<file path="src/shared/smc_regs.svh">
// Purpose: constants of the secure memory command unit
// Assumes: 100 MHz clock, byte-level link requests
// Notes:   definitions only
`ifndef SMC_REGS_SVH
`define SMC_REGS_SVH
// command codes
`define SMC_CMD_READ_MEM     8'hF0
`define SMC_CMD_ERASE_SP     8'hC3
`define SMC_CMD_MATCH_SP     8'h3C
`define SMC_CMD_READ_HOST_FLAG_A    8'hA5
`define SMC_CMD_COMPUTE      8'h33
// compute function control codes
`define SMC_FN_CODE_VALIDATE 8'h11
`define SMC_FN_CODE_SIGN     8'h12
`define SMC_FN_CODE_CHALL    8'h13
`define SMC_FN_CODE_AUTHHOST 8'h14
`define SMC_FN_CODE_FIRST    8'h15
`define SMC_FN_CODE_NEXT     8'h16
// memory map
`define SMC_PG_SECRET_A      5'h10
`define SMC_PG_SECRET_B      5'h11
`define SMC_PG_SCRATCH       5'h12
`define SMC_PG_PRNG          5'h15
`define SMC_PRNG_BYTES       5'h04
`define SMC_DATA_LIMIT       16'h0200
`define SMC_PAGE_CTR_BASE    10'h260
`define SMC_SEC_CTR_BASE     10'h280
`define SMC_MAC_FIRST        5'h08
`define SMC_MAC_LAST         5'h1B
`define SMC_MPX_BYTE         5'h0C
// timing
`define SMC_CLK_NS           32'd10
`define SMC_ERASE_NS         32'd32000
`define SMC_ERASE_CYC        (`SMC_ERASE_NS / `SMC_CLK_NS)
// register port
`define SMC_REG_STATUS       2'h0
`define SMC_REG_CTRL         2'h1
`define SMC_CTRL_RST         8'h00
`endif

</file>
<file path="src/shared/smc_pkg.sv">
// Purpose: types of the secure memory command unit
// Assumes: nothing beyond the constants header
// Notes:   link signals and the engine request travel as packed structs
`default_nettype none
package smc_pkg;
   typedef enum logic [3:0] {
      ST_IDLE, ST_ADDR_LO, ST_ADDR_HI, ST_CTRL, ST_READ, ST_HOST_FLAG_A_RD, ST_MATCH,
      ST_CRC, ST_ERASE, ST_SHA, ST_ALT, ST_ONES
   } smc_state_t;
   typedef enum logic [2:0] {
      FN_NONE, FN_READ_HOST_FLAG_A, FN_VALIDATE, FN_SIGN, FN_CHALL, FN_AUTHHOST, FN_FIRST, FN_NEXT
   } smc_func_t;
   typedef struct packed {
      logic       reset_pulse;
      logic       wr_valid;
      logic [7:0] wr_byte;
      logic       rd_byte;
      logic       rd_bit;
   } smc_link_req_t;
   typedef struct packed {
      logic       valid;
      logic [7:0] data;
   } smc_link_rsp_t;
   typedef struct packed {
      logic       start;
      smc_func_t  func;
      logic [3:0] page;
      logic [7:0] msg_ctrl;
   } smc_sha_req_t;
endpackage
`default_nettype wire

</file>
<file path="src/logic/smc_cmd_unit.sv">
// Purpose: command interpreter of a secure single-wire memory token
// Assumes: link bit timing and ROM stage handled outside; memory read is combinational
// Notes:   SHA core is outside; this unit sequences it and owns the flags
`timescale 1ns/1ps
`default_nettype none
`include "smc_regs.svh"
// Operation
// - memory read covers pages 0-15, counter pages 19-20, prng counter
// - secret pages read as FFh; scratchpad page reads FFh while concealed
// - twelve bytes after prng counter undefined, further reads give ones
// - after memory read target address holds last byte read, status untouched
// - erase takes address only, fills scratchpad with FFh, clears conceal flag
// - erase returns ones for about 32 us, then alternating bits
// - match compares master bytes against scratchpad bytes 8 to 27
// - full match gives alternating bits, sets verified if host flag set
// - authenticated read sends page tail, both counters, inverted crc
// - after that crc a mac is computed into scratchpad bytes 8 to 27
// - ones while the hash runs, alternating bits once it finishes
// - compute takes address and control byte, sends crc, then starts hashing
// - invalid control byte or address gives ones until reset pulse, no hash
// - sign only pages 0 and 8; challenge and host host_flag_a never there
// - challenge latches upper three low-address bits as secret number
// - host host_flag_a sets host flag only when latched secret matches page secret
// - control bit m needs verified flag and same secret pair
// - power-on reset sets the conceal flag
// - low nibble of message control byte is the page number for authenticated read and challenge only
module smc_cmd_unit (
   // clock and reset
   input  wire logic                   clk,
   input  wire logic                   rstn,
   // link side
   input  wire smc_pkg::smc_link_req_t link_req,
   output smc_pkg::smc_link_rsp_t      link_rsp,
   // memory read port
   output logic [9:0]                  mem_raddr,
   input  wire logic [7:0]             mem_rdata,
   // hash engine
   output smc_pkg::smc_sha_req_t       sha_req,
   input  wire logic                   sha_done,
   input  wire logic [159:0]           sha_mac,
   // register port
   input  wire logic [1:0]             reg_addr,
   input  wire logic [7:0]             reg_wdata,
   input  wire logic                   reg_wr,
   input  wire logic                   reg_rd,
   output logic [7:0]                  reg_rdata
);
   localparam logic [11:0] ERASE_CYC = 12'(`SMC_ERASE_CYC);

   smc_pkg::smc_state_t st_q, st_d;
   smc_pkg::smc_func_t  fn_q, fn_d;
   logic [7:0]          cmd_q, cmd_d;
   logic [15:0]         ta_q, ta_d;
   logic [15:0]         rp_q, rp_d;
   logic [15:0]         crc_q, crc_d;
   logic [4:0]          cnt_q, cnt_d;
   logic [11:0]         tmr_q, tmr_d;
   logic                ok_q, ok_d;
   logic                alt_q, alt_d;
   logic                scratchpad_conceal_flag_q, scratchpad_conceal_flag_d;
   logic                host_flag_a_q, host_flag_a_d;
   logic                match_q, match_d;
   logic [2:0]          sec_q, sec_d;
   logic [7:0]          ctrl_q, ctrl_d;
   logic [7:0]          sp_q [32];
   logic [7:0]          sp_d [32];
   smc_pkg::smc_link_rsp_t rsp_d;
   smc_pkg::smc_sha_req_t  sha_d;
   logic [7:0]          rdat_d;
   logic [7:0]          view;
   logic [7:0]          tx;
   logic [3:0]          page;
   logic                mbit;

   function automatic logic [15:0] crc16(input logic [15:0] c, input logic [7:0] b);
      logic [15:0] r;
      r = c;
      for (int i = 0; i < 8; i++) begin
         if (r[0] ^ b[i]) begin
            r = (r >> 1) ^ 16'hA001;
         end else begin
            r = r >> 1;
         end
      end
      return r;
   endfunction

   assign page = ta_q[8:5];
   assign mbit = match_q && (sec_q[2:1] == page[2:1]);

   // byte seen by a plain memory read at rp_q
   always_comb begin
      view = mem_rdata;
      if (rp_q[15:10] != 6'h00 || rp_q[9:5] > `SMC_PG_PRNG) begin
         view = 8'hFF;
      end else if (rp_q[9:5] == `SMC_PG_SECRET_A || rp_q[9:5] == `SMC_PG_SECRET_B) begin
         view = 8'hFF;
      end else if (rp_q[9:5] == `SMC_PG_SCRATCH) begin
         view = scratchpad_conceal_flag_q ? 8'hFF : sp_q[rp_q[4:0]];
      end else if (rp_q[9:5] == `SMC_PG_PRNG && rp_q[4:0] >= `SMC_PRNG_BYTES) begin
         view = 8'hFF;
      end
   end

   // memory address: page bytes, then page counter, then secret counter
   always_comb begin
      mem_raddr = rp_q[9:0];
      if (st_q == smc_pkg::ST_HOST_FLAG_A_RD && cnt_q != 5'h00) begin
         if (cnt_q <= 5'h04) begin
            mem_raddr = `SMC_PAGE_CTR_BASE + {4'h0, page, 2'b00} + 10'(cnt_q - 5'h01);
         end else begin
            mem_raddr = `SMC_SEC_CTR_BASE + {5'h00, page[2:0], 2'b00} + 10'(cnt_q - 5'h05);
         end
      end
   end

   always_comb begin
      st_d    = st_q;
      fn_d    = fn_q;
      cmd_d   = cmd_q;
      ta_d    = ta_q;
      rp_d    = rp_q;
      crc_d   = crc_q;
      cnt_d   = cnt_q;
      tmr_d   = tmr_q;
      ok_d    = ok_q;
      alt_d   = alt_q;
      scratchpad_conceal_flag_d  = scratchpad_conceal_flag_q;
      host_flag_a_d  = host_flag_a_q;
      match_d = match_q;
      sec_d   = sec_q;
      sp_d    = sp_q;
      tx      = 8'hFF;
      rsp_d   = '{valid: link_req.rd_byte | link_req.rd_bit, data: 8'hFF};
      sha_d   = '{start: 1'b0, func: fn_q, page: page, msg_ctrl: 8'h00};
      if (fn_q == smc_pkg::FN_READ_HOST_FLAG_A || fn_q == smc_pkg::FN_CHALL) begin
         sha_d.msg_ctrl = {mbit, ctrl_q[0], 2'b00, page};
      end else begin
         sha_d.msg_ctrl = {mbit, ctrl_q[0], sp_q[`SMC_MPX_BYTE][5:0]};
      end
      if (link_req.reset_pulse) begin
         st_d = smc_pkg::ST_IDLE;
      end else begin
         unique case (st_q)
            smc_pkg::ST_IDLE: begin
               if (link_req.wr_valid) begin
                  cmd_d = link_req.wr_byte;
                  crc_d = crc16(16'h0000, link_req.wr_byte);
                  fn_d  = smc_pkg::FN_NONE;
                  cnt_d = `SMC_MAC_FIRST;
                  ok_d  = 1'b0;
                  if (link_req.wr_byte == `SMC_CMD_MATCH_SP) begin
                     st_d = smc_pkg::ST_MATCH;
                  end else if (link_req.wr_byte == `SMC_CMD_READ_MEM ||
                               link_req.wr_byte == `SMC_CMD_ERASE_SP ||
                               link_req.wr_byte == `SMC_CMD_READ_HOST_FLAG_A ||
                               link_req.wr_byte == `SMC_CMD_COMPUTE) begin
                     st_d = smc_pkg::ST_ADDR_LO;
                  end else begin
                     st_d = smc_pkg::ST_ONES;
                  end
               end
            end
            smc_pkg::ST_ADDR_LO: begin
               if (link_req.wr_valid) begin
                  rp_d[7:0] = link_req.wr_byte;
                  crc_d     = crc16(crc_q, link_req.wr_byte);
                  st_d      = smc_pkg::ST_ADDR_HI;
               end
            end
            smc_pkg::ST_ADDR_HI: begin
               if (link_req.wr_valid) begin
                  rp_d[15:8] = link_req.wr_byte;
                  ta_d       = {link_req.wr_byte, rp_q[7:0]};
                  crc_d      = crc16(crc_q, link_req.wr_byte);
                  cnt_d      = 5'h00;
                  if (cmd_q == `SMC_CMD_READ_MEM) begin
                     st_d = smc_pkg::ST_READ;
                  end else if (cmd_q == `SMC_CMD_ERASE_SP) begin
                     for (int i = 0; i < 32; i++) begin
                        sp_d[i] = 8'hFF;
                     end
                     scratchpad_conceal_flag_d = 1'b0;
                     tmr_d  = ERASE_CYC;
                     st_d   = smc_pkg::ST_ERASE;
                  end else if (cmd_q == `SMC_CMD_READ_HOST_FLAG_A) begin
                     fn_d = smc_pkg::FN_READ_HOST_FLAG_A;
                     st_d = ({link_req.wr_byte, rp_q[7:0]} < `SMC_DATA_LIMIT) ?
                            smc_pkg::ST_HOST_FLAG_A_RD : smc_pkg::ST_ONES;
                  end else begin
                     st_d = smc_pkg::ST_CTRL;
                  end
               end
            end
            smc_pkg::ST_READ: begin
               if (link_req.rd_byte) begin
                  tx   = view;
                  ta_d = rp_q;
                  rp_d = rp_q + 16'h0001;
               end
            end
            smc_pkg::ST_HOST_FLAG_A_RD: begin
               if (link_req.rd_byte) begin
                  tx    = mem_rdata;
                  crc_d = crc16(crc_q, mem_rdata);
                  if (cnt_q == 5'h00) begin
                     rp_d = rp_q + 16'h0001;
                     if (rp_q[4:0] == 5'h1F) begin
                        cnt_d = 5'h01;
                     end
                  end else if (cnt_q == 5'h08) begin
                     cnt_d = 5'h00;
                     st_d  = smc_pkg::ST_CRC;
                  end else begin
                     cnt_d = cnt_q + 5'h01;
                  end
               end
            end
            smc_pkg::ST_MATCH: begin
               if (link_req.wr_valid) begin
                  crc_d = crc16(crc_q, link_req.wr_byte);
                  if (link_req.wr_byte != sp_q[cnt_q]) begin
                     ok_d = 1'b1; // mismatch seen
                  end
                  if (cnt_q == `SMC_MAC_LAST) begin
                     cnt_d = 5'h00;
                     st_d  = smc_pkg::ST_CRC;
                  end else begin
                     cnt_d = cnt_q + 5'h01;
                  end
               end
            end
            smc_pkg::ST_CTRL: begin
               if (link_req.wr_valid) begin
                  crc_d = crc16(crc_q, link_req.wr_byte);
                  cnt_d = 5'h00;
                  st_d  = smc_pkg::ST_CRC;
                  unique case (link_req.wr_byte)
                     `SMC_FN_CODE_VALIDATE: fn_d = smc_pkg::FN_VALIDATE;
                     `SMC_FN_CODE_SIGN:     fn_d = smc_pkg::FN_SIGN;
                     `SMC_FN_CODE_CHALL:    fn_d = smc_pkg::FN_CHALL;
                     `SMC_FN_CODE_AUTHHOST: fn_d = smc_pkg::FN_AUTHHOST;
                     `SMC_FN_CODE_FIRST:    fn_d = smc_pkg::FN_FIRST;
                     `SMC_FN_CODE_NEXT:     fn_d = smc_pkg::FN_NEXT;
                     default:               fn_d = smc_pkg::FN_NONE;
                  endcase
                  ok_d = (fn_d != smc_pkg::FN_NONE) && (ta_q < `SMC_DATA_LIMIT);
                  if (fn_d == smc_pkg::FN_SIGN && page[2:0] != 3'h0) begin
                     ok_d = 1'b0;
                  end
                  if ((fn_d == smc_pkg::FN_CHALL || fn_d == smc_pkg::FN_AUTHHOST) &&
                      page[2:0] == 3'h0) begin
                     ok_d = 1'b0;
                  end
               end
            end
            smc_pkg::ST_CRC: begin
               if (link_req.rd_byte) begin
                  tx    = (cnt_q == 5'h00) ? ~crc_q[7:0] : ~crc_q[15:8];
                  cnt_d = 5'h01;
                  alt_d = 1'b0;
                  if (cnt_q != 5'h00) begin
                     if (cmd_q == `SMC_CMD_MATCH_SP) begin
                        st_d = ok_q ? smc_pkg::ST_ONES : smc_pkg::ST_ALT;
                        if (!ok_q && host_flag_a_q) begin
                           match_d = 1'b1;
                        end
                     end else if (cmd_q == `SMC_CMD_COMPUTE && !ok_q) begin
                        st_d = smc_pkg::ST_ONES;
                     end else begin
                        sha_d.start = 1'b1;
                        st_d        = smc_pkg::ST_SHA;
                        if (fn_q == smc_pkg::FN_CHALL) begin
                           sec_d = ta_q[7:5];
                        end
                     end
                  end
               end
            end
            smc_pkg::ST_ERASE: begin
               if (tmr_q <= 12'h001) begin
                  st_d = smc_pkg::ST_ALT;
               end else begin
                  tmr_d = tmr_q - 12'h001;
               end
            end
            smc_pkg::ST_SHA: begin
               if (sha_done) begin
                  for (int i = 0; i < 20; i++) begin
                     sp_d[`SMC_MAC_FIRST + i] = sha_mac[159 - 8 * i -: 8];
                  end
                  if (fn_q == smc_pkg::FN_AUTHHOST && sec_q == page[2:0]) begin
                     host_flag_a_d = 1'b1;
                  end
                  if (fn_q == smc_pkg::FN_VALIDATE || fn_q == smc_pkg::FN_AUTHHOST) begin
                     scratchpad_conceal_flag_d = 1'b1;
                  end
                  st_d = smc_pkg::ST_ALT;
               end
            end
            smc_pkg::ST_ALT: begin
               if (link_req.rd_bit) begin
                  tx    = {7'h00, alt_q};
                  alt_d = ~alt_q;
               end
            end
            smc_pkg::ST_ONES: begin
            end
         endcase
      end
      if (link_req.rd_bit && st_q != smc_pkg::ST_ALT) begin
         tx = 8'h01;
      end
      rsp_d.data = tx;
   end

   // register port: status read-only, control bit 0 feeds control bit x
   always_comb begin
      ctrl_d = ctrl_q;
      rdat_d = 8'h00;
      if (reg_wr && reg_addr == `SMC_REG_CTRL) begin
         ctrl_d = {7'h00, reg_wdata[0]};
      end
      if (reg_rd && reg_addr == `SMC_REG_STATUS) begin
         rdat_d = {2'b00, scratchpad_conceal_flag_q, host_flag_a_q, match_q, sec_q};
      end else if (reg_rd && reg_addr == `SMC_REG_CTRL) begin
         rdat_d = ctrl_q;
      end
   end

   // async reset doubles as power-on reset, so the conceal flag comes up set
   always_ff @(posedge clk or negedge rstn) begin
      if (!rstn) begin
         st_q      <= smc_pkg::ST_IDLE;
         fn_q      <= smc_pkg::FN_NONE;
         cmd_q     <= 8'h00;
         ta_q      <= 16'h0000;
         rp_q      <= 16'h0000;
         crc_q     <= 16'h0000;
         cnt_q     <= 5'h00;
         tmr_q     <= 12'h000;
         ok_q      <= 1'b0;
         alt_q     <= 1'b0;
         scratchpad_conceal_flag_q    <= 1'b1;
         host_flag_a_q    <= 1'b0;
         match_q   <= 1'b0;
         sec_q     <= 3'h0;
         ctrl_q    <= `SMC_CTRL_RST;
         link_rsp  <= '0;
         sha_req   <= '0;
         reg_rdata <= 8'h00;
         for (int i = 0; i < 32; i++) begin
            sp_q[i] <= 8'h00;
         end
      end else begin
         st_q      <= st_d;
         fn_q      <= fn_d;
         cmd_q     <= cmd_d;
         ta_q      <= ta_d;
         rp_q      <= rp_d;
         crc_q     <= crc_d;
         cnt_q     <= cnt_d;
         tmr_q     <= tmr_d;
         ok_q      <= ok_d;
         alt_q     <= alt_d;
         scratchpad_conceal_flag_q    <= scratchpad_conceal_flag_d;
         host_flag_a_q    <= host_flag_a_d;
         match_q   <= match_d;
         sec_q     <= sec_d;
         ctrl_q    <= ctrl_d;
         link_rsp  <= rsp_d;
         sha_req   <= sha_d;
         reg_rdata <= rdat_d;
         sp_q      <= sp_d;
      end
   end

   erase_clears_a: assert property (@(posedge clk) disable iff (!rstn)
      st_q == smc_pkg::ST_ERASE |-> !scratchpad_conceal_flag_q && sp_q[0] == 8'hFF && sp_q[31] == 8'hFF)
      else $error("erase left conceal flag or data");
   // a reset pulse may cut the erase short, so only an unbroken count must hold the state
   erase_busy_a: assert property (@(posedge clk) disable iff (!rstn)
      st_q == smc_pkg::ST_ERASE && tmr_q > 12'h001 && !link_req.reset_pulse
      |=> st_q == smc_pkg::ST_ERASE)
      else $error("erase ended too early");
   secret_hidden_a: assert property (@(posedge clk) disable iff (!rstn)
      st_q == smc_pkg::ST_READ && link_req.rd_byte && !link_req.reset_pulse &&
      (rp_q[9:5] == `SMC_PG_SECRET_A || rp_q[9:5] == `SMC_PG_SECRET_B)
      |=> link_rsp.data == 8'hFF)
      else $error("secret page leaked");
   read_addr_a: assert property (@(posedge clk) disable iff (!rstn)
      st_q == smc_pkg::ST_READ && link_req.rd_byte && !link_req.reset_pulse
      |=> ta_q == $past(rp_q) && rp_q == ta_q + 16'h0001)
      else $error("target address not last byte read");
   busy_ones_a: assert property (@(posedge clk) disable iff (!rstn)
      (st_q == smc_pkg::ST_SHA || st_q == smc_pkg::ST_ONES) && link_req.rd_bit
      |=> link_rsp.valid && link_rsp.data == 8'h01)
      else $error("busy slot not one");
   alt_pattern_a: assert property (@(posedge clk) disable iff (!rstn)
      st_q == smc_pkg::ST_ALT && link_req.rd_bit && !link_req.reset_pulse
      |=> link_rsp.data[0] != alt_q)
      else $error("completion pattern stuck");
   verify_gate_a: assert property (@(posedge clk) disable iff (!rstn)
      $rose(match_q) |-> host_flag_a_q && $past(st_q) == smc_pkg::ST_CRC)
      else $error("verified flag without host flag");
   bad_ctrl_a: assert property (@(posedge clk) disable iff (!rstn)
      sha_req.start |-> $past(st_q) == smc_pkg::ST_CRC &&
      ($past(cmd_q) == `SMC_CMD_READ_HOST_FLAG_A || $past(ok_q)))
      else $error("hash started on invalid request");
   host_flag_a_gate_a: assert property (@(posedge clk) disable iff (!rstn)
      $rose(host_flag_a_q) |-> $past(fn_q) == smc_pkg::FN_AUTHHOST && $past(sec_q) == $past(page[2:0]))
      else $error("host flag set with wrong secret");
   page_nibble_a: assert property (@(posedge clk) disable iff (!rstn)
      sha_req.start && sha_req.func == smc_pkg::FN_READ_HOST_FLAG_A |-> sha_req.msg_ctrl[3:0] == sha_req.page)
      else $error("page nibble wrong");
endmodule
`default_nettype wire

</file>
<file path="config.mk">
export PLATFORM = sky130hd
export DESIGN_NAME = smc_cmd_unit
export DESIGN_NICKNAME = d
export VERILOG_FILES = /design/src/shared/smc_pkg.sv /design/src/logic/smc_cmd_unit.sv
export VERILOG_INCLUDE_DIRS = /design/src /design/src/shared
export SDC_FILE = /design/constraint.sdc
export NUM_CORES = 1
export LEC_CHECK = 0
export BUFFER_PORTS_ARGS = -buffer_cell sky130_fd_sc_hd__buf_2
export CAP_MARGIN = 20
export CELL_PAD_IN_SITES_DETAIL_PLACEMENT = 1
export CELL_PAD_IN_SITES_GLOBAL_PLACEMENT = 1
export CORE_ASPECT_RATIO = 0.6
export CORE_UTILIZATION = 50
export CTS_BUF_LIST = sky130_fd_sc_hd__clkbuf_8
export DETAILED_ROUTE_END_ITERATION = 16
export PLACE_DENSITY = 0.89
export SYNTH_ARGS = -nofsm -noshare
export SYNTH_HDL_FRONTEND = slang
export SYNTH_SLANG_ARGS = --single-unit
</file>
<file path="constraint.sdc">
create_clock -name clk -period 5 [get_ports clk]
set_input_delay 0.25 -clock clk [delete_from_list [all_inputs] [get_ports clk]]
set_output_delay 0.25 -clock clk [all_outputs]
set_load 0.02 [all_outputs]
</file>
## Word level (Yosys, flattened, before mapping)

Cells that the tools add are included.

| operators by class | value |
|---|---|
| shifts and indexed selects | 0 |
| $lt $le $gt $ge | 8 |
| bitwise gates (word level) | 97 |
| equal/unequal tests | 78 |
| add/subtract/negate cells | 9 |
| reductions and logical operators | 59 |
| multipliers | 0 |
| divide/modulo/power cells | 0 |
| mux-type cells | 285 |

Operator list:

| operator | number |
|---|---|
| two-way mux 16 bit | 179 |
| two-way mux 192 bit | 3 |
| case mux 160 bit (2 select lines) | 1 |
| two-way mux 160 bit | 1 |
| two-way mux 8 bit | 17 |
| inverter 2 -> 3 bit | 43 |
| case mux 16 bit (6 select lines) | 1 |
| binary-select mux 8 bit (select 5 bit) | 2 |
| two-way mux 4 bit | 20 |
| == test 8 x 5 -> 1 bit, second input constant | 6 |
| == test 8 bit, second input constant | 6 |
| two-way mux 12 bit | 4 |
| case mux 8 bit (3 select lines) | 2 |
| two-way mux 5 bit | 9 |
| bitwise XOR 1 bit | 44 |
| inequality test 3 bit, second input constant | 12 |
| case mux 4 bit (9 select lines) | 1 |
| AND reduction 6 bit | 6 |
| inequality test 2 bit, second input constant | 17 |
| == test 8 x 6 -> 1 bit, second input constant | 4 |
| < comparator 16 x 10 -> 1 bit, second input constant | 2 |
| case mux 16 bit (2 select lines) | 1 |
| case mux 8 bit (4 select lines) | 1 |
| == test 5 bit, second input constant | 6 |
| 62 further kinds | 148 |

| storage, ports and cells | value |
|---|---|
| word-level logic and storage cells | 580 |
| output and inout port bits | 43 |
| bits of input ports | 195 |
| RAM bits | 0 |
| flip-flop bits (word level) | 283 |
| ROM bits | 0 |
| bits in latches | 0 |
| memories kept | 0 |

## Depth between registers and ports, before layout

Gate-level depths: netlist of the first run.

| depth | value |
|---|---|
| depth after elaboration | 39 |
| mapped depth | 15 |
| mapped depth without buffers | 12 |

## Worst setup path before layout of the first run

OpenSTA, ideal clock, no wires.

| timing | value |
|---|---|
| path kind | reg2out |
| from | register cnt_q[1] |
| to | output port mem_raddr[6] |
| required time | 4.750 ns |
| path slack | 1.568 ns |
| arrival time | 3.182 ns |
| buffers on the path | 3 |
| stages on the path, launching flop included | 16 |
| cell sequence | dfrtp_1 -> buf_2 -> buf_1 -> clkbuf_1 -> inv_1 -> ha_1 -> nand2_1 -> xnor2_1 -> ha_1 -> ha_1 -> a21o_1 -> a21oi_1 -> xnor2_1 -> nor2_1 -> a311oi_1 -> a21oi_1 |

| between the ends | value |
|---|---|
| word-level cells in the longest chain between the ends | 4 |
| elaborated cells on any way between the ends | 9 |
| those cells by class | add/sub: 4; order compare: 1; mux: 2; reduce/logical: 2 |

RTL lines:

| element | RTL line | RTL |
|---|---|---|
| start, declared | smc_cmd_unit.sv:56 | `logic [4:0] cnt_q, cnt_d;` |
| start signal, assigned | smc_cmd_unit.sv:362 | `cnt_q <= cnt_d;` |
| subtractor 5 x 3 -> 6 bit / subtractor 5 x 1 -> 6 bit (equally long branches) | smc_cmd_unit.sv:112, smc_cmd_unit.sv:110 |  |
| adder 10 bit (no line) | n/a |  |
| two-way mux 10 bit | smc_cmd_unit.sv:109 | `if (cnt_q <= 5'h04) begin` |
| two-way mux 10 bit * | smc_cmd_unit.sv:108 | `if (st_q == smc_pkg::ST_HOST_FLAG_A_RD && cnt_q != 5'h00) begin` |
| end, declared | smc_cmd_unit.sv:35 | `output logic [9:0] mem_raddr,` |

Mark *: on every way between the ends. The rest lies on a longest branch, timed or not.

## Final worst setup path of the first run

| timing | value |
|---|---|
| from | register cnt_q[2] |
| to | output port mem_raddr[6] |

Same word-level chain as after synthesis.

==> key figures, run 1 <==
Synthesis
  • Cell with the most instances after synthesis: a21oi_1
  • Register area share after synthesis: between 40% and 50%
  • Synth Register Bits: between 200 and 300
  • Avg Inst Size Synth: 9.25 um^2
  • Syn. warnings: 0
  • Synth top cells by count: a21oi_1, dfrtp_1, nor2_1
  • Top cells by area, synth: dfrtp_1, a21oi_1, mux4_2
  • Yosys cell types: 80
  • Synth area leader: dfrtp_1
  • Primary FF master, synth: dfrtp_1
  • Mapped Area: roughly 17000 um^2
  • Asr flop ratio synth: 100%
  • Synth Instances: approximately 1800
  • Post-synth EDFFs: 0
  • Area share of the largest cell type after synthesis: between 40% and 50%

Setup path
  • CP Class: flip-flop to output port
  • Crit path cell chain: nor2_1, nand2_1, xnor2_1, ha_1, ha_1, a21o_1, a21oi_1, xnor2_1, nor2_1, a311oi_1, a21oi_1, buf_2
  • CP required: ~4800 ps
  • Startpoint Class: flip-flop
  • Critical path's slowest cell: dfrtp_1
  • Worst path max stage delay: 630 ps
  • Crit Path Max Fanout: 17
  • Critical path arrival: roughly 4100 ps
  • Worst setup EP type: output port

Placement
  • GP Congestion: 0.959
  • Number of port buffers: ~230
  • Placed cells: between 2000 and 2500
  • DP HPWL: 46700 um

Hold path
  • Hold Crit Class: primary input to flip-flop

STA
  • Clock skew: 40.6 ps
  • Fmax achieved: ~230 MHz
  • Final hold vios: 0
  • Final worst path period share: between 80% and 90%
  • Pins Over Slew Limit: 0
  • RSZ-0062 raised after global routing: false
  • Relative slew slack: a little over a quarter
  • Final setup vio count: 0
  • Post-layout min period: about 4400 ps
  • Hold slack: 8.64 ps
  • Fin Setup TNS: 0 ps
  • Worst slew pin tran: 1110 ps

Detailed routing
  • Post-DR wirelength/cell: approximately 27 um
  • Routed vias/inst: approximately 6.6
  • Via count: roughly 17000
  • Routed wire length: 69900 um
  • Iter 0 DRT Violations: approximately 2200
  • DRC viols: 0
  • Initial DRT Pass Iterations: 5
  • Post-DRT Antenna Nets: 0

Power
  • Total leakage power: around 8.6 nW
  • PD cells: a little over 600 nW/um^2
  • Worst VDD drop: 0.000258 V
  • Overall power: 0.0125 W

Floorplan
  • Die area: roughly 35000 um^2
  • I/O Pins: 238
  • Die Wd: 239 um
  • Initial Util: roughly 51%
  • Rows: 51
  • CORE AREA: 32900 um^2
  • Die height: about 140 um

Clock network
  • Setup repair bufs after CTS: 0
  • Clk root buf: clkbuf_8
  • Max clock buf depth: 3
  • CTS Sinks: ~280
  • Clock Pin Slew Worst Setup and Hold Paths: roughly 70 ps
  • Num CTS Buffers: between 40 and 50
  • H-tree depth: 2
  • CTS resizes: 0
  • Worst-Skew Late Latency: a little over 600 ps
  • Hold-fix buffers, CTS: 94
  • CTS tree: yes

GRT
  • First-pass GRT wire length: between 100000 and 150000 um
  • Congestion Overflow GR: 0
  • GRT Overall Usage: roughly two fifths
  • Initial antenna violation count: 5
  • Number of global-route vias before repair: about 17000
  • Maximum number of pins on one net before global-route repair: between 150 and 200

Status
  • Status: finished clean

Run
  • MaxCap Viol Count: 0

Layout
  • Filler cells: around 3800
  • Final std cells w/o fill: 2562
  • # nets final: about 2300
  • Layout cell share with drive strength beyond 1: between 20% and 30%
  • P&R area growth vs syn: 19.2%
flip-flops by register name, summed over array words and instances, names as in the netlist, 3 cells and up:
| name | flops |
|---|---|
| cmd_q | 8 |
| cnt_q | 5 |
| crc_q | 16 |
| fn_q | 3 |
| link_rsp | 9 |
| reg_rdata | 6 |
| rp_q | 16 |
| sec_q | 3 |
| sha_req | 16 |
| sp_q | 161 |
| st_q | 4 |
| ta_q | 11 |
| tmr_q | 12 |
stage by stage:
step / instance area, um^2 / setup WS (ps) / utilization (%)
detailed placement: 18300 / 1230 / 55.6
finish: 20100 / 618 / 61.3
floorplan: 16900 / 1570 / -
CTS: 20100 / 717 / 61.3
global placement: 18300 / 1450 / 55.6
global route: 20100 / 426 / 61.3
critical path, delay by kind of cell (launching register included):
kind            cells  cell delay (ps)
compound gates      4              710
simple gates        3              790
buf+inv             1              200
fa+ha+maj           2              670
xor+xnor            2              530
flops               1              630
kinds of logic (layout without fill, tap and decap cells):
| logic type | count (synthesis) | in the layout | synth area share, % |
|---|---|---|---|
| adders and majority gates | 36 | 36 | 2.80 |
| xor gates and xnor gates | 77 | 77 | 4.16 |
| buffers and inverters | 178 | 458 | 4.64 |
| and+or+nand+nor | 498 | 498 | 13.3 |
| other | 1 | 6 | 0.0222 |
| DFF | 276 | 276 | 40.9 |
| muxes | 126 | 126 | 12.9 |
| AOI/OAI and AO/OA | 635 | 635 | 21.3 |
metal layers:
metal / share of wire [%] / GRT usage, % / wire, um
met5: 0.019 / 0 / 13
met4: 4.0 / 14.6 / 2760
met3: 13 / 13.4 / 8820
met2: 43 / 60.9 / 30100
met1: 40 / 55.7 / 28200
final cells by class:
class | count | area [um^2] | share of cell area [%]
Multi-Input combinational cell | 1374 | 9240 | 45.9
Sequential cell | 276 | 6910 | 34.3
Timing Repair Buffer | 348 | 2370 | 11.8
Clock buffer | 56 | 771 | 3.83
Tap cell | 450 | 563 | 2.80
Clock inverter | 20 | 141 | 0.702
Inverter | 34 | 128 | 0.634
Antenna cell | 4 | 10.0 | 0.0497
placed cells by master (no fill, tap or decap), types with 11 or more instances in the layout:
cell / count
a21oi_1: 424
dfrtp_1: 272
nor2_1: 256
buf_2: 227
dlygate4sd3_1: 94
nand2_1: 86
o21ai_0: 76
mux4_2: 70
clkbuf_8: 56
xnor2_1: 53
inv_1: 42
ha_1: 33
nand3_1: 29
mux2_2: 28
mux2i_1: 28
a221oi_1: 24
xor2_1: 22
and2_1: 19
buf_4: 19
nand2b_1: 18
a31oi_1: 16
nor3_1: 16
or3_1: 12
nor2b_1: 11
power by group:
group	switching (W)	internal [W]	total (W)
clock network	0.000998	0.00111	0.00211
logic	0.00345	0.00260	0.00605
registers	0.00125	0.00314	0.00439
total	0.00570	0.00684	0.0125
final timing paths:
kind / start / endpoint / slack [ps] / cells past startpoint
max reg2reg: cnt_q[0]$_DFFE_PN0P_ / rp_q[13]$_DFFE_PN0P_ / 1050 / 9
max: cnt_q[2]$_DFFE_PN0P_ / mem_raddr[6] / 620 / 12
min: sha_mac[114] / sp_q[146]$_DFFE_PN0P_ / 9 / 3
min in group asynchronous: rstn / sp_q[155]$_DFFE_PN0P_ / 310 / 2
max in group asynchronous: rstn / sp_q[115]$_DFFE_PN0P_ / 3370 / 3
min reg2reg: ctrl_q[0]$_DFFE_PN0P_ / sha_req[6]$_DFF_PN0_ / 410 / 0
No activity file was read; power rests on OpenSTA's default activity.
==> run 2, diff against run 1 <==
==> constraint.sdc (replaced) <==
create_clock -name clk -period 5 [get_ports clk]
set_input_delay 0.75 -clock clk [delete_from_list [all_inputs] [get_ports clk]]
set_output_delay 0.75 -clock clk [all_outputs]
set_load 0.02 [all_outputs]
==> run 2 against run 1 <==
- final cell count fell by 3.4%
- register-to-register slack improved by 400 ps
- setup slack worse by 160 ps
- sequential share of layout area grew 1.7 points
- sequential power down 2%
- largest power group unchanged
- critical path depth unchanged
- combinational power is 3% lower
- global-route usage down 3.3 points
==> key figures, run 2 (synthesized netlist as in run 1, its figures left out) <==
Clock network
  • Worst-Skew Late Latency: 620 ps (was 610 ps)
  • Clk root buf: clkbuf_8 (unchanged)
  • H-tree depth: 2 (unchanged)
  • Max clock buf depth: 3 (unchanged)
  • Hold-fix buffers, CTS: 0 (was 94)
  • CTS Sinks: 276 (unchanged)
  • Clock Pin Slew Worst Setup and Hold Paths: 70 ps (about the same)
  • Setup repair bufs after CTS: 0 (unchanged)
  • CTS tree: yes (unchanged)
  • Num CTS Buffers: 44 (unchanged)
  • CTS resizes: 0 (unchanged)

Detailed routing
  • Routed wire length: 63600 um (was 69900 um)
  • Post-DRT Antenna Nets: 0 (unchanged)
  • Iter 0 DRT Violations: 2148 (was 2208)
  • Routed vias/inst: 6.54 (was 6.61)
  • Post-DR wirelength/cell: 25.7 um (was 27.3 um)
  • DRC viols: 0 (unchanged)
  • Via count: 16180 (was 16944)
  • Initial DRT Pass Iterations: 6 (was 5)

Placement
  • Number of port buffers: 228 (unchanged)
  • Pre-CTS setup slack: 1200 ps (was 1230 ps)
  • DP HPWL: 46100 um (was 46700 um)
  • GP Congestion: 1.02 (was 0.959)

Setup path
  • Worst setup EP type: output port (unchanged)
  • CP Class: flip-flop to output port (unchanged)
  • Critical path arrival: 3790 ps (was 4130 ps)
  • CP required: 4250 ps (was 4750 ps)
  • Startpoint Class: flip-flop (unchanged)
  • Crit Path Max Fanout: 11 (was 17)
  • Reg2Reg Launch Point: cnt_q[0]$_DFFE_PN0P_ (unchanged)
  • Worst setup startpoint: cnt_q[3]$_DFFE_PN0P_ (was cnt_q[2]$_DFFE_PN0P_)

Layout
  • P&R area growth vs syn: 13.7% (was 19.2%)
  • Most frequent cells in the layout: a21oi_1, dfrtp_1, nor2_1 (unchanged)
  • Final Util: 58.4% (was 61.3%)
  • Most common cell after layout, fill and taps aside: a21oi_1 (unchanged)
  • Max reg flops: 161 (unchanged)
  • Layout cell share with drive strength beyond 1: 21.9% (was 20.8%)
  • Largest reg by FF count: sp_q (unchanged)
  • # nets final: 2224 (was 2309)

Power
  • PD cells: 634 nW/um^2 (was 623 nW/um^2)
  • Overall power: 0.0122 W (was 0.0125 W)
  • Total leakage power: 8.23 nW (was 8.59 nW)
  • Worst VDD drop: 0.000263 V (was 0.000258 V)

Floorplan
  • Die Wd: 239 um (unchanged)
  • CORE AREA: 32900 um^2 (unchanged)
  • Die area: 34600 um^2 (unchanged)
  • Rows: 51 (unchanged)
  • I/O Pins: 238 (unchanged)
  • Die height: 144 um (unchanged)
  • Initial Util: 51.4% (unchanged)

STA
  • Worst slew pin tran: 1010 ps (was 1110 ps)
  • Clock skew: 60.9 ps (was 40.6 ps)
  • Final worst slack: 460 ps (was 618 ps)
  • Final setup vio count: 0 (unchanged)
  • Pins Over Slew Limit: 0 (unchanged)
  • Post-layout min period: 4540 ps (was 4380 ps)
  • Final worst path period share: 90.8% (was 87.6%)
  • Relative slew slack: 32.4% (was 26.2%)
  • Final hold vios: 0 (unchanged)
  • RSZ-0062 raised after global routing: false (unchanged)
  • Fmax achieved: 220 MHz (was 228 MHz)
  • Fin Setup TNS: 0 ps (unchanged)

Run
  • MaxCap Viol Count: 0 (unchanged)

Status
  • Status: finished clean (unchanged)

GRT
  • Initial antenna violation count: 0 (was 5)
  • Maximum number of pins on one net before global-route repair: 112 (was 161)
  • GRT Overall Usage: 37.5% (was 40.8%)
  • First-pass GRT wire length: 97200 um (was 105000 um)
  • Congestion Overflow GR: 0 (unchanged)
  • Number of global-route vias before repair: 16254 (was 17072)

Hold path
  • Hold Crit Class: primary input to asynchronous set/reset pin (was primary input to flip-flop)
-- run 2: changes by cell type in the layout (fill, tap and decap cells not counted), moves of 2 or more --
cell / change
buf_4: +9
clkinv_2: -2
clkbuf_8: -4
dlygate4sd3_1: -94
diode_2: -3
inv_1: +6
-- run 2: path summary, 6_finish.rpt --
check,slack [ps],to,depth (start not counted)
max in group asynchronous,3460,sp_q[37]$_DFFE_PN0P_,2
worst max register to register,1450,rp_q[2]$_DFFE_PN0P_,9
worst min-delay path,140,sp_q[155]$_DFFE_PN0P_,1
worst min register to register,400,sha_req[6]$_DFF_PN0_,0
min in group clk,380,ctrl_q[0]$_DFFE_PN0P_,2
worst max-delay path,460,mem_raddr[6],12
-- run 2: routing by layer --
metal | vias up | wire length [um] | global-route usage (%)
li1 | 6927 | - | -
met1 | 8172 | 27600 | 55.4
met2 | 963 | 26700 | 54.2
met3 | 118 | 7790 | 9.96
met4 | 0 | 1560 | 10.2
met5 | - | 0 | 0
-- run 2: area by class of cell --
class | instances | area (um^2)
timing repair buffer | 263 | 1500
inverter | 34 | 128
sequential | 276 | 6910
clock inverter | 25 | 143
clock buffer | 52 | 716
tap | 450 | 563
fill | 3859 | 13700
multi-input combinational | 1374 | 9240
antenna | 1 | 2.50
-- run 2: power breakdown --
part	switching (W)	leakage, nW	internal [W]
Combinational	0.00331	4.25	0.00256
Clock	0.000995	0.503	0.000999
Sequential	0.00117	3.48	0.00314
Total	0.00548	8.23	0.00670
-- run 2: metrics by stage --
stage | area, um^2 | hold slack, ps | instances
3_3_place_gp | 18300 | 387 | 2397
3_5_place_dp | 18300 | 401 | 2397
2_1_floorplan | 16900 | 368 | 1828
4_1_cts | 19200 | 239 | 2474
5_1_grt | 19200 | 222 | 2474
6_report | 19200 | 136 | 2475
-- run 2: worst max-delay path, stage by stage, from the launching register on --
cell      delay [ps]
dfrtp_1          490
nor2_1           460
nand2_1          140
xnor2_1          340
ha_1             340
ha_1             310
a21o_1           160
a21oi_1          180
xnor2_1          140
nor2_1            60
a311oi_1         280
a21oi_1          100
buf_2            210
==> run 3, diff against run 2 <==
Settings changed: ABC_AREA set to 0, PLACE_DENSITY 0.89 to 0.95.
==> run 3 against run 2 <==
- clock skew shrank 29 ps
- utilization grew 0.36 points
- final cell count grew 0.12%
- sequential share of layout area shrank 0.22 points
- setup slack lost 170 ps
- combinational power grew 3%
- clock power grew 11%
- sequential power is essentially flat
- cell area grew 0.62%
- routed wire length grew 3.9%
- total power grew 2.8%
- largest cell class unchanged
==> key figures, run 3 (synthesized netlist as in run 1, its figures left out) <==
Detailed routing
  • Post-DRT Antenna Nets: 0 (unchanged)
  • Routed wire length: 66100 um (was 63600 um)
  • Routed vias/inst: 6.64 (was 6.54)
  • Post-DR wirelength/cell: 26.7 um (was 25.7 um)
  • Initial DRT Pass Iterations: 5 (was 6)
  • DRC viols: 0 (unchanged)
  • Iter 0 DRT Violations: 2321 (was 2148)
  • Via count: 16444 (was 16180)

Setup path
  • Critical path's slowest cell: dfrtp_1 (unchanged)
  • Critical path arrival: 3960 ps (was 3790 ps)
  • Crit path max-delay family: compound AO/OA/AOI/OAI gates (unchanged)
  • WP buf/inv: 1 (unchanged)
  • Crit Path Max Fanout: 17 (was 11)
  • Worst path max stage delay: 600 ps (was 490 ps)
  • CP Class: flip-flop to output port (unchanged)
  • Startpoint Class: flip-flop (unchanged)
  • Worst setup EP type: output port (unchanged)
  • CP required: 4250 ps (about the same)
  • Crit path cell chain: nor2_2, nand2_1, xnor2_1, ha_1, ha_1, a21o_1, a21oi_1, xnor2_1, nor2_1, a311oi_1, a21oi_1, buf_2 (was nor2_1, nand2_1, xnor2_1, ha_1, ha_1, a21o_1, a21oi_1, xnor2_1, nor2_1, a311oi_1, a21oi_1, buf_2)

Placement
  • Pre-CTS setup slack: 977 ps (was 1200 ps)
  • Placed cells: 2394 (was 2397)
  • DP HPWL: 46200 um (was 46100 um)
  • Number of port buffers: 228 (unchanged)
  • GP Congestion: 0.994 (was 1.02)

Clock network
  • Hold-fix buffers, CTS: 0 (unchanged)
  • H-tree depth: 2 (unchanged)
  • CTS tree: yes (unchanged)
  • Clock Pin Slew Worst Setup and Hold Paths: 80 ps (was 70 ps)
  • Worst-Skew Late Latency: 610 ps (was 620 ps)
  • CTS Sinks: 276 (unchanged)
  • Max clock buf depth: 3 (unchanged)
  • Clk root buf: clkbuf_8 (unchanged)
  • Num CTS Buffers: 44 (unchanged)

Layout
  • # nets final: 2222 (was 2224)
  • Most frequent cells in the layout: a21oi_1, dfrtp_1, nor2_1 (unchanged)
  • Layout cell share with drive strength beyond 1: 22.3% (was 21.9%)
  • Most common cell after layout, fill and taps aside: a21oi_1 (unchanged)
  • Largest reg by FF count: sp_q (unchanged)
  • Max reg flops: 161 (unchanged)
  • P&R area growth vs syn: 14.4% (was 13.7%)
  • Final std cells w/o fill: 2478 (was 2475)

Power
  • Switching share of power: 45.1% (was 45.0%)
  • Cell Int Power: 0.00687 W (was 0.00670 W)
  • Worst VDD drop: 0.000242 V (was 0.000263 V)
  • Total leakage power: 8.26 nW (was 8.23 nW)
  • Sequential fraction of design power: 34.3% (was 35.4%)
  • Clk pwr share: 17.6% (was 16.4%)
  • Net Sw Power: 0.00565 W (was 0.00548 W)
  • PD cells: 648 nW/um^2 (was 634 nW/um^2)
  • Combinational share of power: 48.1% (was 48.2%)

Floorplan
  • CORE AREA: 32900 um^2 (unchanged)
  • Die height: 144 um (unchanged)
  • Rows: 51 (unchanged)
  • Die area: 34600 um^2 (unchanged)
  • Die Wd: 239 um (unchanged)
  • I/O Pins: 238 (unchanged)
  • Initial Util: 51.4% (unchanged)

Status
  • Status: finished clean (unchanged)

STA
  • Final setup vio count: 0 (unchanged)
  • Fin Setup TNS: 0 ps (unchanged)
  • Final worst slack: 293 ps (was 460 ps)
  • Post-layout min period: 4710 ps (was 4540 ps)
  • Final worst path period share: 94.1% (was 90.8%)
  • Hold slack: 279 ps (was 136 ps)
  • Pins Over Slew Limit: 0 (unchanged)
  • Worst slew pin tran: 1090 ps (was 1010 ps)
  • Clock skew: 31.7 ps (was 60.9 ps)
  • Relative slew slack: 27.1% (was 32.4%)
  • Final hold vios: 0 (unchanged)
  • Fmax achieved: 212 MHz (was 220 MHz)
  • RSZ-0062 raised after global routing: false (unchanged)

GRT
  • First-pass GRT wire length: 100000 um (was 97200 um)
  • GRT Overall Usage: 38.7% (was 37.5%)
  • Congestion Overflow GR: 0 (unchanged)
  • Initial antenna violation count: 3 (was 0)
  • Maximum number of pins on one net before global-route repair: 164 (was 112)
  • Number of global-route vias before repair: 16411 (was 16254)

Run
  • MaxCap Viol Count: 0 (unchanged)

Hold path
  • Hold Crit Class: primary input to asynchronous set/reset pin (unchanged)
[run 3: changes by cell type in the layout (fill, tap and decap cells not counted), sizes merged]
cell / previous run / this run
buf: 263 / 261
bufinv: 1 / 3
clkbuf: 52 / 56
clkinv: 6 / 12
diode: 1 / 3
inv: 50 / 41
[run 3: per-layer routing]
layer / GRT usage (%) / up-vias / share of wire, %
met5: 0 / - / 0
met4: 11.0 / 0 / 3.0
met3: 10.5 / 164 / 12
met2: 57.1 / 1059 / 43
met1: 55.8 / 8309 / 42
li1: - / 6912 / -
[run 3: cell type report]
class	count	area [um^2]
clock buffers	56	771
diodes	3	7.51
repair buffers	261	1510
clock inverters	24	191
flip-flops and latches	276	6910
fillers	3792	13500
multi-input cells	1374	9240
well taps	450	563
inverters	34	128
[run 3: worst reg2reg max path: stages (launching register included)]
cell,delay [ps]
dfrtp_2,360
buf_4,420
buf_4,530
mux4_2,640
a2111oi_0,740
a21oi_1,210
or4_1,440
a2111oi_1,380
a31oi_1,130
[run 3: final timing paths]
kind,depth (start not counted),slack (ps),endpoint,startpoint
worst max-delay path,12,290,mem_raddr[6],cnt_q[2]$_DFFE_PN0P_
worst min-delay path,1,280,sp_q[170]$_DFFE_PN0P_,rstn
worst min register to register,0,410,sha_req[6]$_DFF_PN0_,ctrl_q[0]$_DFFE_PN0P_
max in group asynchronous,2,3410,sp_q[88]$_DFFE_PN0P_,rstn
min in group clk,2,410,ctrl_q[0]$_DFFE_PN0P_,reg_wdata[0]
worst max register to register,8,1020,ok_q$_DFFE_PN0P_,cnt_q[0]$_DFFE_PN0P_
[run 3: repair_timing]
| action | CTS | global route |
|---|---|---|
| setup endpoints to repair | 0 | 1 |
| endpoints found under the hold margin | 0 | 0 |
| buffers inserted | 0 | 0 |
| gates resized for setup | 0 | 1 |
[run 3: power groups by stage]
stage,Combinational [W],Clock [W],Sequential (W)
after floorplan,0.00418,0,0.00377
after global placement,0.00535,0,0.00417
after detailed placement,0.00567,0,0.00429
after CTS,0.00578,0.00220,0.00428
after global routing,0.00641,0.00230,0.00438
final,0.00602,0.00220,0.00430
[run 3: stage by stage]
step	power (W)	utilization, %	area [um^2]
6_report	0.0125	58.8	19300
5_1_grt	0.0131	58.8	19300
4_1_cts	0.0123	58.7	19300
3_5_place_dp	0.00996	55.8	18300
3_3_place_gp	0.00952	55.8	18300
2_1_floorplan	0.00795	-	16900
